<file path="src/pulse_shaper_pkg.sv">
// Constants shared by the output pulse-width and coarse phase shaper.
//
// Operation
// Zero high count gives equal duty cycle
// Nonzero count sets exact high cycles
// Software keeps high count below divider
// Pulses always high-going; invert complementary pad
// Shaping and adjust work in every mode
// Adjust edges in whole divider clock periods
// Adjusted phases never below two cycles
// One adjust spans up to 2^32 per phase
// Positive lengthens, negative shortens, one period
// Equal duty splits adjust across both phases
// Pulse mode adjusts the low phase only
// Any number of successive adjust requests
// Software spreads large shifts over time
// Single-ended copies match, optional complement invert
// Swing code 00..11 is 410/600/750/900 mV
// Single stage one buffer, dual two
// 32-bit integer divider forms output clock
// New settings apply at next period start

package pulse_shaper_pkg;

    ////////////////////////////////////////////////////////////////////////
    // Widths
    localparam int DIV_W  = 32;                  // Divider and high count
    localparam int LEN_W  = 35;                  // Phase length arithmetic
    localparam int SWG_W  = 2;                   // Swing select code
    localparam int MV_W   = 10;                  // Nominal swing in mV
    localparam int NUM_BUF_DUAL = 2;             // Buffers in a dual stage

    ////////////////////////////////////////////////////////////////////////
    // Divider and adjust limits
    localparam logic [DIV_W-1:0] MIN_DIV        = 32'h0000_0002;
    localparam logic [DIV_W-1:0] COARSE_MAX_BAD = 32'h0000_0004;
    localparam logic [LEN_W-1:0] MIN_ADJ_PHASE  = 35'h0_0000_0002;
    localparam logic [LEN_W-1:0] MIN_PHASE      = 35'h0_0000_0001;
    localparam logic signed [LEN_W-1:0] PHASE_LIM = 35'sh1_0000_0000;

    ////////////////////////////////////////////////////////////////////////
    // Nominal differential swing per code
    localparam logic [MV_W-1:0] SWING_MV_00 = 10'h19a;   // 410 mV
    localparam logic [MV_W-1:0] SWING_MV_01 = 10'h258;   // 600 mV
    localparam logic [MV_W-1:0] SWING_MV_10 = 10'h2ee;   // 750 mV
    localparam logic [MV_W-1:0] SWING_MV_11 = 10'h384;   // 900 mV

    // Output phase state
    typedef enum logic [0:0] {
        PH_HIGH = 1'b0,
        PH_LOW  = 1'b1
    } phase_t;

endpackage : pulse_shaper_pkg

</file>
<file path="src/output_pulse_width_and_phase_shaper.sv">
// Output stage shaper: integer divide, pulse width, coarse phase, pads.
`timescale 1ns/1ns
`default_nettype none

module output_pulse_width_and_phase_shaper
    import pulse_shaper_pkg::*;
(
    input  wire logic                      clk,
    input  wire logic                      reset,
    input  wire logic [DIV_W-1:0]          out_div,
    input  wire logic [DIV_W-1:0]          duty_high,
    input  wire logic signed [LEN_W-1:0]   coarse_phase_step,
    input  wire logic                      step_valid,
    input  wire logic                      dual_stage,
    input  wire logic [NUM_BUF_DUAL-1:0]   diff_mode,
    input  wire logic [NUM_BUF_DUAL-1:0]   comp_invert,
    input  wire logic [2*SWG_W-1:0]        swing_select,
    output logic [NUM_BUF_DUAL-1:0]        true_output_pad,
    output logic [NUM_BUF_DUAL-1:0]        complementary_output_pad,
    output logic [NUM_BUF_DUAL-1:0]        buffer_active,
    output logic [2*MV_W-1:0]              nominal_swing_mv,
    output logic                           period_start,
    output logic                           step_applied,
    output logic                           step_rejected,
    output logic                           step_pending
);

    ////////////////////////////////////////////////////////////////////////
    // State
    phase_t                    phase_q;        // Current output phase
    phase_t                    phase_d;
    logic [LEN_W-1:0]          cnt_q;          // Cycles left in this phase
    logic [LEN_W-1:0]          cnt_d;
    logic [LEN_W-1:0]          low_len_q;      // Low length of this period
    logic [LEN_W-1:0]          low_len_d;
    logic signed [LEN_W-1:0]   pend_q;         // Accumulated adjust
    logic signed [LEN_W-1:0]   pend_d;
    logic                      pend_vld_q;     // Adjust waiting for a period
    logic                      pend_vld_d;
    logic                      clk_out_q;      // Shaped clock before pads
    logic                      applied_q;
    logic                      rejected_q;
    logic                      start_q;

    ////////////////////////////////////////////////////////////////////////
    // Base period split, sampled only at period start
    logic [DIV_W-1:0]          eff_div;        // Divider floored at two
    logic                      equal_duty;     // High count of zero
    logic [LEN_W-1:0]          base_hi;
    logic signed [LEN_W-1:0]   base_lo_s;
    logic [LEN_W-1:0]          base_lo;
    logic                      adj_allowed;

    // Divider ratio below two cannot make a registered clock; floor it
    assign eff_div    = (out_div < MIN_DIV) ? MIN_DIV : out_div;
    assign equal_duty = (duty_high == '0);

    // Equal duty: half (floor) high, rest low; else exact high count
    assign base_hi = equal_duty ? {3'h0, eff_div >> 1}
                                : {3'h0, duty_high};
    assign base_lo_s = $signed({3'h0, eff_div}) - $signed(base_hi);
    // Guard against a high count at or above the divider ratio
    assign base_lo = (base_lo_s < $signed(MIN_PHASE)) ? MIN_PHASE
                                                      : base_lo_s;

    // Coarse adjust is meaningless for divide ratios of four or less
    assign adj_allowed = (eff_div > COARSE_MAX_BAD);

    ////////////////////////////////////////////////////////////////////////
    // Split and clamp the pending adjust across the two phases
    logic signed [LEN_W-1:0]   adj_hi_raw;
    logic signed [LEN_W-1:0]   adj_lo_raw;
    logic signed [LEN_W-1:0]   adj_hi;
    logic signed [LEN_W-1:0]   adj_lo;
    logic signed [LEN_W-1:0]   new_hi_s;
    logic signed [LEN_W-1:0]   new_lo_s;
    logic [LEN_W-1:0]          next_hi;
    logic [LEN_W-1:0]          next_lo;
    logic                      use_adj;

    // Equal duty halves it, pulse mode keeps the high width fixed
    // Signed zero keeps the arithmetic shift signed inside the select
    assign adj_hi_raw = equal_duty ? (pend_q >>> 1)
                                   : $signed({LEN_W{1'b0}});
    assign adj_lo_raw = pend_q - adj_hi_raw;

    // Each phase moves at most 2^32 cycles in one period
    assign adj_hi = (adj_hi_raw >  PHASE_LIM) ? PHASE_LIM :
                    (adj_hi_raw < -PHASE_LIM) ? -PHASE_LIM :
                    adj_hi_raw;
    assign adj_lo = (adj_lo_raw >  PHASE_LIM) ? PHASE_LIM :
                    (adj_lo_raw < -PHASE_LIM) ? -PHASE_LIM :
                    adj_lo_raw;

    // Positive adds cycles, negative removes them, in whole cycles
    assign new_hi_s = $signed(base_hi) + adj_hi;
    assign new_lo_s = $signed(base_lo) + adj_lo;

    assign use_adj = pend_vld_q && adj_allowed;

    // Adjusted phases stop at two cycles; pulse mode high is untouched
    assign next_hi = !use_adj || !equal_duty ? base_hi :
                     (new_hi_s < $signed(MIN_ADJ_PHASE)) ? MIN_ADJ_PHASE :
                     new_hi_s;
    assign next_lo = !use_adj ? base_lo :
                     (new_lo_s < $signed(MIN_ADJ_PHASE)) ? MIN_ADJ_PHASE :
                     new_lo_s;

    ////////////////////////////////////////////////////////////////////////
    // Phase sequencer
    logic phase_end;      // Last cycle of the current phase
    logic at_start;       // Next cycle begins a new output period

    assign phase_end = (cnt_q <= MIN_PHASE);
    assign at_start  = phase_end && (phase_q == PH_LOW);

    // New settings load only here, so a running period is never cut
    always_comb begin
        phase_d   = phase_q;
        cnt_d     = cnt_q - MIN_PHASE;
        low_len_d = low_len_q;
        if (phase_end) begin
            unique case (phase_q)
                PH_HIGH: begin
                    phase_d = PH_LOW;
                    cnt_d   = low_len_q;
                end
                PH_LOW: begin
                    phase_d   = PH_HIGH;
                    cnt_d     = next_hi;
                    low_len_d = next_lo;
                end
            endcase
        end
    end

    ////////////////////////////////////////////////////////////////////////
    // Adjust accumulator: further requests add up, none are lost
    logic consume;    // Pending adjust is taken at this period start

    assign consume = at_start && pend_vld_q;

    always_comb begin
        pend_d     = pend_q;
        pend_vld_d = pend_vld_q;
        if (consume) begin
            pend_d     = '0;
            pend_vld_d = 1'b0;
        end
        // A request in the consume cycle survives: set beats clear
        if (step_valid) begin
            pend_d     = (consume ? '0 : pend_q) + coarse_phase_step;
            pend_vld_d = 1'b1;
        end
    end

    ////////////////////////////////////////////////////////////////////////
    // Sequencer and accumulator registers
    always_ff @(posedge clk) begin
        if (reset) begin
            phase_q    <= PH_LOW;
            cnt_q      <= MIN_PHASE;
            low_len_q  <= MIN_PHASE;
            pend_q     <= '0;
            pend_vld_q <= 1'b0;
        end else begin
            phase_q    <= phase_d;
            cnt_q      <= cnt_d;
            low_len_q  <= low_len_d;
            pend_q     <= pend_d;
            pend_vld_q <= pend_vld_d;
        end
    end

    // Shaped clock is high during the high phase only
    always_ff @(posedge clk) begin
        if (reset) begin
            clk_out_q  <= 1'b0;
            start_q    <= 1'b0;
            applied_q  <= 1'b0;
            rejected_q <= 1'b0;
        end else begin
            clk_out_q  <= (phase_d == PH_HIGH);
            start_q    <= at_start;
            applied_q  <= consume && adj_allowed;
            rejected_q <= consume && !adj_allowed;
        end
    end

    assign period_start  = start_q;
    assign step_applied  = applied_q;
    assign step_rejected = rejected_q;
    assign step_pending  = pend_vld_q;

    ////////////////////////////////////////////////////////////////////////
    // Output buffers, both fed from the one divider path
    for (genvar i = 0; i < NUM_BUF_DUAL; i++) begin : g_buf
        logic       en;          // Buffer present in this stage
        logic       comp_src;    // Complementary pad source
        logic       true_q;
        logic       comp_q;
        logic [MV_W-1:0] mv_q;
        logic [MV_W-1:0] mv_sel;

        // Second buffer exists only in a dual stage
        assign en = (i == 0) || dual_stage;

        // Differential always complements; single-ended copies or inverts
        assign comp_src = diff_mode[i] ? ~clk_out_q
                        : (comp_invert[i] ? ~clk_out_q : clk_out_q);

        // Nominal swing decode of the two-bit select
        assign mv_sel = (swing_select[i*SWG_W +: SWG_W] == 2'h0) ? SWING_MV_00 :
                        (swing_select[i*SWG_W +: SWG_W] == 2'h1) ? SWING_MV_01 :
                        (swing_select[i*SWG_W +: SWG_W] == 2'h2) ? SWING_MV_10 :
                        SWING_MV_11;

        // Absent buffer rests low on both pads
        always_ff @(posedge clk) begin
            if (reset) begin
                true_q <= 1'b0;
                comp_q <= 1'b0;
                mv_q   <= SWING_MV_00;
            end else begin
                true_q <= en && clk_out_q;
                comp_q <= en && comp_src;
                mv_q   <= mv_sel;
            end
        end

        assign true_output_pad[i]          = true_q;
        assign complementary_output_pad[i] = comp_q;
        assign buffer_active[i]            = en;
        assign nominal_swing_mv[i*MV_W +: MV_W] = mv_q;
    end

endmodule : output_pulse_width_and_phase_shaper

`default_nettype wire

</file>
<file path="config.mk">
export PLATFORM = sky130hd
export DESIGN_NAME = output_pulse_width_and_phase_shaper
export DESIGN_NICKNAME = d
export VERILOG_FILES = /design/src/pulse_shaper_pkg.sv /design/src/output_pulse_width_and_phase_shaper.sv
export SDC_FILE = /design/constraint.sdc
export NUM_CORES = 1
export LEC_CHECK = 0
export BUFFER_PORTS_ARGS = -buffer_cell sky130_fd_sc_hd__clkbuf_2
export CORE_MARGIN = 2
export CORE_UTILIZATION = 40
export CTS_CLUSTER_DIAMETER = 80
export DETAILED_ROUTE_END_ITERATION = 7
export GPL_TIMING_DRIVEN = 0
export PLACE_DENSITY_LB_ADDON = 0.25
export SLEW_MARGIN = 20
export SYNTH_ARGS = -nofsm -noshare
export SYNTH_HDL_FRONTEND = slang
export SYNTH_SLANG_ARGS = --single-unit
</file>
<file path="constraint.sdc">
create_clock -name clk -period 31.6 [get_ports clk]
set_input_delay 4.74 -clock clk [delete_from_list [all_inputs] [get_ports clk]]
set_output_delay 4.74 -clock clk [all_outputs]
set_load 0.01 [all_outputs]
</file>
======== After elaboration in Yosys (flattened, before gate mapping) ========
Index checks and enable logic that the tools add are counted.
Widths: inputs -> output; s select.
word-level totals
  register bits after elaboration ......... 135
  bits of input ports ..................... 111
  output and inout bits ................... 30
  logic and storage cells ................. 88
cells by class
  add/subtract/negate cells ............... 6
  $lt $le $gt $ge ......................... 10
  equality and inequality tests ........... 4
  muxes and demuxes ....................... 28
  bitwise logic cells ..................... 3
  reduce and logical (&&, ||, !) cells .... 20
operators with widths
  operator               number
  $mux 35                13
  $add 35x35->35         2
  $gt 35x34->1 const B   2
  $lt 35x3->1 const B    2
  $lt 35x33->1 const B   2
  $pmux 35 s2            1
  $mux 32                2
  $mux 9                 4
  $add 33x35->35         1
  $le 35x1->1 const B    1
  $sub 35x1->35 const B  1
  $sub 35x35->35         1
  $lt 33x2->1 const B    1
  $sub 32x32->33         1
  $gt 32x3->1 const B    1
  $logic_not 32->1       1
  $lt 32x2->1 const B    1
  $logic_and 1x1->1      7
  $mux 1                 7
  $reduce_or 3->1        2
  $eq 2x1->1 const B     2
  $eq 2x2->1 const B     2
  $logic_not 2->1        2
  $reduce_or 2->1        2
  6 further kinds        10

======== Depth between registers and ports, before layout ========
Gate-level depths: netlist (run 1).
  word-level depth ........................ 11
  depth in mapped cells ................... 45
  gate-level depth less buffers ........... 41

======== Worst setup path after synthesis (run 1) ========
Ideal clock, no wire load.
  path type ............................... input to register
  start ................................... input duty_high[11]
  end ..................................... register low_len_q[6]
  setup time .............................. 0.086 ns
  arrival time ............................ 14.254 ns
  setup slack ............................. 17.260 ns
  stages .................................. 42
  buffers on the path ..................... 5
  path through ............................ nor4_1 nand4_2 nor2_1 clkbuf_1 clkbuf_1 a21o_1 ha_1 inv_1 fa_1 maj3_1 nand3_1 o21ai_0 o211a_4 nor2_4 xnor2_1 or3_1 and4bb_1 nand4_1 (+6 left out) ha_1 or3_1 a21o_1 a21oi_1 a211o_1 a21oi_1 a2111oi_0 o21ai_0 xor2_1 nor3_1 nand4b_1 or4_1 nor4_1 ha_1 or2_2 clkbuf_1 o2bb2a_1 a211oi_1
between the ends
  word-level cells in the longest chain between the ends .. 10
ends and longest elaborated chain
  what                  RTL line                                    text
  start, declared       output_pulse_width_and_phase_shaper.sv:11   input wire logic [DIV_W-1:0] duty_high,
  $logic_not 32->1      output_pulse_width_and_phase_shaper.sv:56   assign equal_duty = (duty_high == '0);
  $mux 35               output_pulse_width_and_phase_shaper.sv:83   assign adj_hi_raw = equal_duty ? (pend_q >>> 1)
  $sub 35x35->35        output_pulse_width_and_phase_shaper.sv:85   assign adj_lo_raw = pend_q - adj_hi_raw;
  $lt 35x33->1          output_pulse_width_and_phase_shaper.sv:92   (adj_lo_raw < -PHASE_LIM) ? -PHASE_LIM :
  $mux 35               output_pulse_width_and_phase_shaper.sv:92
  $mux 35               output_pulse_width_and_phase_shaper.sv:91   assign adj_lo = (adj_lo_raw > PHASE_LIM) ? PHASE_LIM :
  $add 35x35->35        output_pulse_width_and_phase_shaper.sv:97   assign new_lo_s = $signed(base_lo) + adj_lo;
  $lt 35x3->1           output_pulse_width_and_phase_shaper.sv:106  (new_lo_s < $signed(MIN_ADJ_PHASE)) ? MIN_ADJ_PHASE :
  $mux 35               output_pulse_width_and_phase_shaper.sv:106
  $mux 35 *             output_pulse_width_and_phase_shaper.sv:105  assign next_lo = !use_adj ? base_lo :
  end signal, assigned  output_pulse_width_and_phase_shaper.sv:169  low_len_q <= low_len_d;
  end, declared         output_pulse_width_and_phase_shaper.sv:34   logic [LEN_W-1:0] low_len_q;
Every way passes the cells marked *; elsewhere a longest branch is shown, timed or not.
A chain may end at the register's enable or synchronous reset.

======== Worst setup path in the final report (run 1) ========
  start ................................... input duty_high[0]
  end ..................................... register low_len_q[19]
The elaborated chain is that of the path after synthesis.

==> results of run 1 <==
cells in the mapped netlist (all sizes together) (10+ instances only):
master  instances  area, um^2
o221ai         24         210
nand3          38         190
and2           50         313
inv           101         379
o211ai         53         398
nand2b         23         144
dfxtp         133        2660
nor2b          39         244
o21a           25         188
o31a           10        87.6
nand4          28         188
o21bai         24         180
a21oi         265        1330
a211o          11        96.3
o21ai          96         492
a31oi          19         119
o31ai          13         111
nor2          214         811
nand2         225         845
nor4           37         263
a21o           92         691
clkbuf        126         473
mux2i          13         130
ha            176        2200
and3           18         113
a211oi         35         263
xnor2          98         866
buf            14        83.8
or3            18         113
xor2           78         691
or4            10        75.1
nor3           56         280
a221oi         13         114
power groups by stage:
| stage | Clock (mW) | Sequential, mW | Combinational, mW |
|---|---|---|---|
| 6_report | 0.199 | 0.251 | 1.05 |
| 3_3_place_gp | 0 | 0.252 | 1.01 |
| 4_1_cts | 0.201 | 0.250 | 1.03 |
| 5_1_grt | 0.208 | 0.255 | 1.15 |
| 3_5_place_dp | 0 | 0.253 | 1.02 |
| 2_1_floorplan | 0 | 0.239 | 0.745 |
kinds of logic after synthesis:
group | share of synthesized area, %
compound gates | 30.2
flops | 16.1
simple gates | 23.6
xor+xnor | 9.39
mux | 0.921
fa+ha+maj | 14.0
buf+inv | 5.68
other cells | 0.0453
metal layers:
layer | vias to the layer above | routed length [um] | global-route usage [%]
met4 | 2 | 2470 | 11.0
met1 | 8633 | 30500 | 42.5
met3 | 96 | 5570 | 5.70
li1 | 8730 | - | -
met2 | 746 | 28500 | 44.4
met5 | - | 13 | 0
path summary, 6_finish.rpt:
kind                 from             to  slack [ps]  depth (start not counted)
max          duty_high[0]  low_len_q[19]       13020                         40
min          low_len_q[0]   low_len_q[0]         490                          2
max reg2reg     pend_q[1]  low_len_q[19]       20830                         33
min reg2reg  low_len_q[0]   low_len_q[0]         490                          2
layout by cell type, fill, tap and decap left out, types with 10 or more instances in the layout:
| cell type | n |
|---|---|
| and3_1 | 18 |
| clkbuf_16 | 17 |
| nor2b_1 | 39 |
| nand3_1 | 38 |
| and2_1 | 50 |
| inv_1 | 101 |
| nor3_1 | 56 |
| clkbuf_1 | 127 |
| o31a_1 | 10 |
| clkbuf_2 | 135 |
| xnor2_1 | 97 |
| nor4_1 | 32 |
| nand4_1 | 26 |
| o221ai_1 | 24 |
| nor2_1 | 213 |
| o21bai_1 | 24 |
| o21ai_0 | 91 |
| ha_1 | 176 |
| xor2_1 | 77 |
| a21oi_1 | 264 |
| or4_1 | 10 |
| a211o_1 | 11 |
| o31ai_1 | 12 |
| a21o_1 | 92 |
| dfxtp_1 | 133 |
| mux2i_1 | 13 |
| nand2_1 | 225 |
| o21a_1 | 25 |
| or3_1 | 18 |
| a221oi_1 | 13 |
| a31oi_1 | 19 |
| a211oi_1 | 35 |
| nand2b_1 | 23 |
| o211ai_1 | 53 |
layout make-up:
cell class	instances	area, um^2
clock inverters	14	143
well taps	532	666
plain buffers	140	557
inverters	102	384
clock buffers	18	429
multi-input cells	1936	13000
flip-flops and latches	133	2660
fillers	4198	22300
repair buffers	135	676
registers in the layout, summed over array words and instances, names as in the netlist, 2 cells and up:
name / flops
low_len_q: 35
pend_q: 35
g_buf.true_q: 2
g_buf.mv_q: 18
g_buf.comp_q: 2
cnt_q: 35
worst max-delay path, delay by kind of cell:
kind | cells | cell delay (ps)
AO/OA/AOI/OAI | 10 | 3480
XOR/XNOR | 2 | 780
adder cells (fa/ha/maj) | 6 | 1960
buffers and inverters | 7 | 2920
AND/OR/NAND/NOR | 15 | 5040
==> results.md, run 1 <==
* Fin crit period at 18580 ps
* CP Launch Type: input pin
* Syn-to-layout area delta at 11.6%
* Critical path's largest stage delay at 880 ps
* Final ANT Viol Nets at 0
* Drt total wl at 67000 um
* Crit-path most repeated cell: clkbuf_1
* Final hold violations at 0
* Drc violations at 0
* Sw power at 0.800 mW
* Worst setup margin at 13020 ps
* Vias in the first global route at 16.4k
* Cells after Synth at 2310
* Total power at 1.51 mW
* Pwr/cell area at 81.4 nW/um^2
* Sw Ratio at 53.1%
* CP Capture Type: register
* P_int at 0.705 mW
* Register area share after synthesis at 16.1%
* Hold Path Class: reg2reg
* Global-route wire length before repair at 98800 um
* PostCTS Resize Cnt at 0
* Root Buffer: clkbuf_16
* First-pass iteration count of the detailed router at 6
* Clk slew on worst S/H paths at 70 ps
* Inst Count DP at 2978
* Max FO, Critical Path at 10
* H-tree levels at 4
* Avg Inst Size Synth at 7.17 um^2
* Die ar. at 43100 um^2
* Dpl ws at 13240 ps
* Max cap viols at 0
* Dominant synthesized flop cell: dfxtp_1
* RSZ-0062 raised after global routing: false
* Util after Layout at 45.3%
* Final Max Tran Viols at 0
* Avg WL per Cell at 22.3 um
* Layout Nets at 2757
* Vias at 18.2k
* Gr usage total at 29.8%
* Slew @ Worst Pin at 1060 ps
* Area of placed instances at 17900 um^2
* Post-DP HPWL at 55500 um
* Setup violations, final at 0
* Clk_lat worst skew at 470 ps
* CP Data Arrival Time at 18960 ps
* Fin Setup TNS at 0 ps
* Clk network pwr share at 13.2%
* Post-Layout Cell Count at 3010
* Comb pwr share at 70.1%
* Ant diodes at 0
* Fraction of layout cells with a size suffix above 1 at 8.56%
* Routability cong. at 1.03
* DR vias/cell at 6.05
* Register share of total power at 16.7%
* CP max stage cell: a2111oi_0
* CP required at 31980 ps
* Total setup buffers inserted after CTS at 0
* Initial antenna violation count at 1
* Synthesis-stage register bit count at 133
* Status: complete, no violations
* Core Rows at 74
* Synthesized area at 16600 um^2
* Initial core utilization at 40.6%
* Port bufs at 135
* Slew HR at 29.6%
* CTS max path bufs at 2
* CTS buffer count at 17
* Lkg Pwr at 8.35 nW
* Max Clock Skew at 10.1 ps
* Core box area at 40800 um^2
* Critical path type: in2reg
* EDFF count, synth at 0
* Synth cell types at 86
* Clk sink count at 133
* Aggregate global routing overflow at 0
* WHS at 486 ps
* CTS tree: done
* Ports at 141
* Max VDD drop at 0.0384 mV
* Final worst path period share at 58.8%
* Max frequency at 53.8 MHz
* CTS Hold Bufs at 0
* Die H at 208 um
* Largest net degree at the start of global routing at 17
* Fin area at 18500 um^2
* Drt initial violations at 2063
* Ys Warns at 0
* Chip width at 208 um
* Post-synth ARST share at 0%
Power figures use the tool's default switching activity.
==> run 2, diff against run 1 <==
==> constraint.sdc (replaced) <==
create_clock -name clk -period 16.41 [get_ports clk]
set_input_delay 2.4615 -clock clk [delete_from_list [all_inputs] [get_ports clk]]
set_output_delay 2.4615 -clock clk [all_outputs]
set_load 0.01 [all_outputs]
==> results.md, run 2 (same netlist as run 1, synthesis figures left out) <==
* Vias at 18.2k
* Clk sink count at 133
* Initial antenna violation count at 1
* Hold path startpoint: low_len_q[0]
* Crit path depth at 40
* Area of placed instances at 17900 um^2
* Worst Setup SP: duty_high[0]
* Chip width at 208 um
* Vias in the first global route at 16.4k
* CTS tree: done
* Slew HR at 29.8%
* Top Family by Delay on Critical Path: simple AND/OR/NAND/NOR gates
* Final hold violations at 0
* Clk slew on worst S/H paths at 70 ps
* Fin Setup TNS at 0 ps
* Root Buffer: clkbuf_16
* CP Data Arrival Time at 16440 ps
* Critical path type: in2reg
* Port bufs at 135
* Pwr/cell area at 157 nW/um^2
* Drc violations at 0
* Total power at 2.90 mW
* DR vias/cell at 6.05
* Die ar. at 43100 um^2
* Status: complete, no violations
* Max FO, Critical Path at 10
* Avg WL per Cell at 22.3 um
* Slew @ Worst Pin at 1050 ps
* Inst Count DP at 2978
* Aggregate global routing overflow at 0
* First-pass iteration count of the detailed router at 6
* CP max stage cell: a2111oi_0
* Dpl ws at 327 ps
* CP Launch Type: input pin
* Lkg Pwr at 8.35 nW
* Fraction of layout cells with a size suffix above 1 at 8.60%
* Final ANT Viol Nets at 0
* Max cap viols at 0
* PostCTS Resize Cnt at 0
* Critical path's largest stage delay at 880 ps
* Layout Nets at 2757
* Clk_lat worst skew at 470 ps
* Max VDD drop at 0.0739 mV
* Crit path buf inv count at 7
* Reg2Reg Launch Point: pend_q[1]
* CP required at 16790 ps
* Setup violations, final at 0
* Largest net degree at the start of global routing at 17
* Ports at 141
* RSZ-0062 raised after global routing: false
* Reg2Reg Capture Point: low_len_q[19]
* Syn-to-layout area delta at 11.6%
* Die H at 208 um
* Final Max Tran Viols at 0
* Top Registers: cnt_q: 35 flops, low_len_q: 35 flops, pend_q: 35 flops
* CTS buffer count at 17
* Layout fillers at 4197
* Most frequent cells in the layout: a21oi_1 (264), nand2_1 (225), nor2_1 (213)
* Final worst path period share at 97.9%
* Crit path to: low_len_q[19]
* Drt initial violations at 2068
* Fin area at 18500 um^2
* WHS at 486 ps
* CTS Hold Bufs at 0
* Total setup buffers inserted after CTS at 0
* Global-route wire length before repair at 98800 um
* CTS max path bufs at 2
* Ant diodes at 0
* Initial core utilization at 40.6%
* Max Clock Skew at 10.2 ps
* Util after Layout at 45.3%
* Post-Layout Cell Count at 3010
* H-tree levels at 4
* Fin crit period at 16060 ps
* CP Capture Type: register
* Core box area at 40800 um^2
* R2r setup slk at 5630 ps
* Drt total wl at 67000 um
* Max frequency at 62.3 MHz
* Post-DP HPWL at 55500 um
* Commonest non-fill, non-tap cell in the layout: a21oi_1
* Worst setup margin at 346 ps
* Gr usage total at 29.8%
* Hold Path Class: reg2reg
* Core Rows at 74
* Worst R2R Path Depth at 33
* Routability cong. at 1.03
## run 2: cell count changes in the layout (fill, tap and decap cells not counted)
cell,change
clkbuf_2,+1
clkbuf_1,-1
## run 2: report_power, final
group	total [mW]	leakage [nW]	switching [mW]	internal, mW
clock network	0.383	0.276	0.171	0.212
logic	2.03	6.99	1.29	0.741
registers	0.484	1.09	0.0790	0.405
## run 2: worst min path at each step
stage | to | slack, ps | depth (start not counted)
2_1_floorplan | low_len_q[1] | 440 | 2
3_3_place_gp | low_len_q[0] | 460 | 2
3_5_place_dp | low_len_q[0] | 470 | 2
4_1_cts | low_len_q[14] | 480 | 2
5_1_grt | low_len_q[14] | 490 | 2
6_report | low_len_q[0] | 490 | 2
## run 2: worst register-to-register path, delay by kind of cell (launching register included)
| family | cells | cell delay (ps) |
|---|---|---|
| xor gates and xnor gates | 1 | 160 |
| and+or+nand+nor | 11 | 3010 |
| AOI/OAI and AO/OA | 12 | 4140 |
| DFF | 1 | 500 |
| adders and majority gates | 6 | 1890 |
| buffers and inverters | 3 | 1040 |
## run 2: layout make-up
| class | count | area (um^2) | area share (%) |
|---|---|---|---|
| buffer | 140 | 558 | 3.02 |
| clock buffer | 18 | 429 | 2.32 |
| clock inverter | 14 | 143 | 0.772 |
| inverter | 102 | 384 | 2.08 |
| timing repair buffer | 135 | 676 | 3.65 |
| multi-input combinational | 1936 | 13000 | 70.2 |
| sequential | 133 | 2660 | 14.4 |
| tap | 532 | 666 | 3.60 |
## run 2: routing by layer
layer | up-vias | global-route usage [%] | share of wire [%]
li1 | 8732 | - | -
met1 | 8638 | 42.5 | 46
met2 | 750 | 44.4 | 42
met3 | 94 | 5.70 | 8.3
met4 | 2 | 11.0 | 3.7
met5 | - | 0 | 0.019
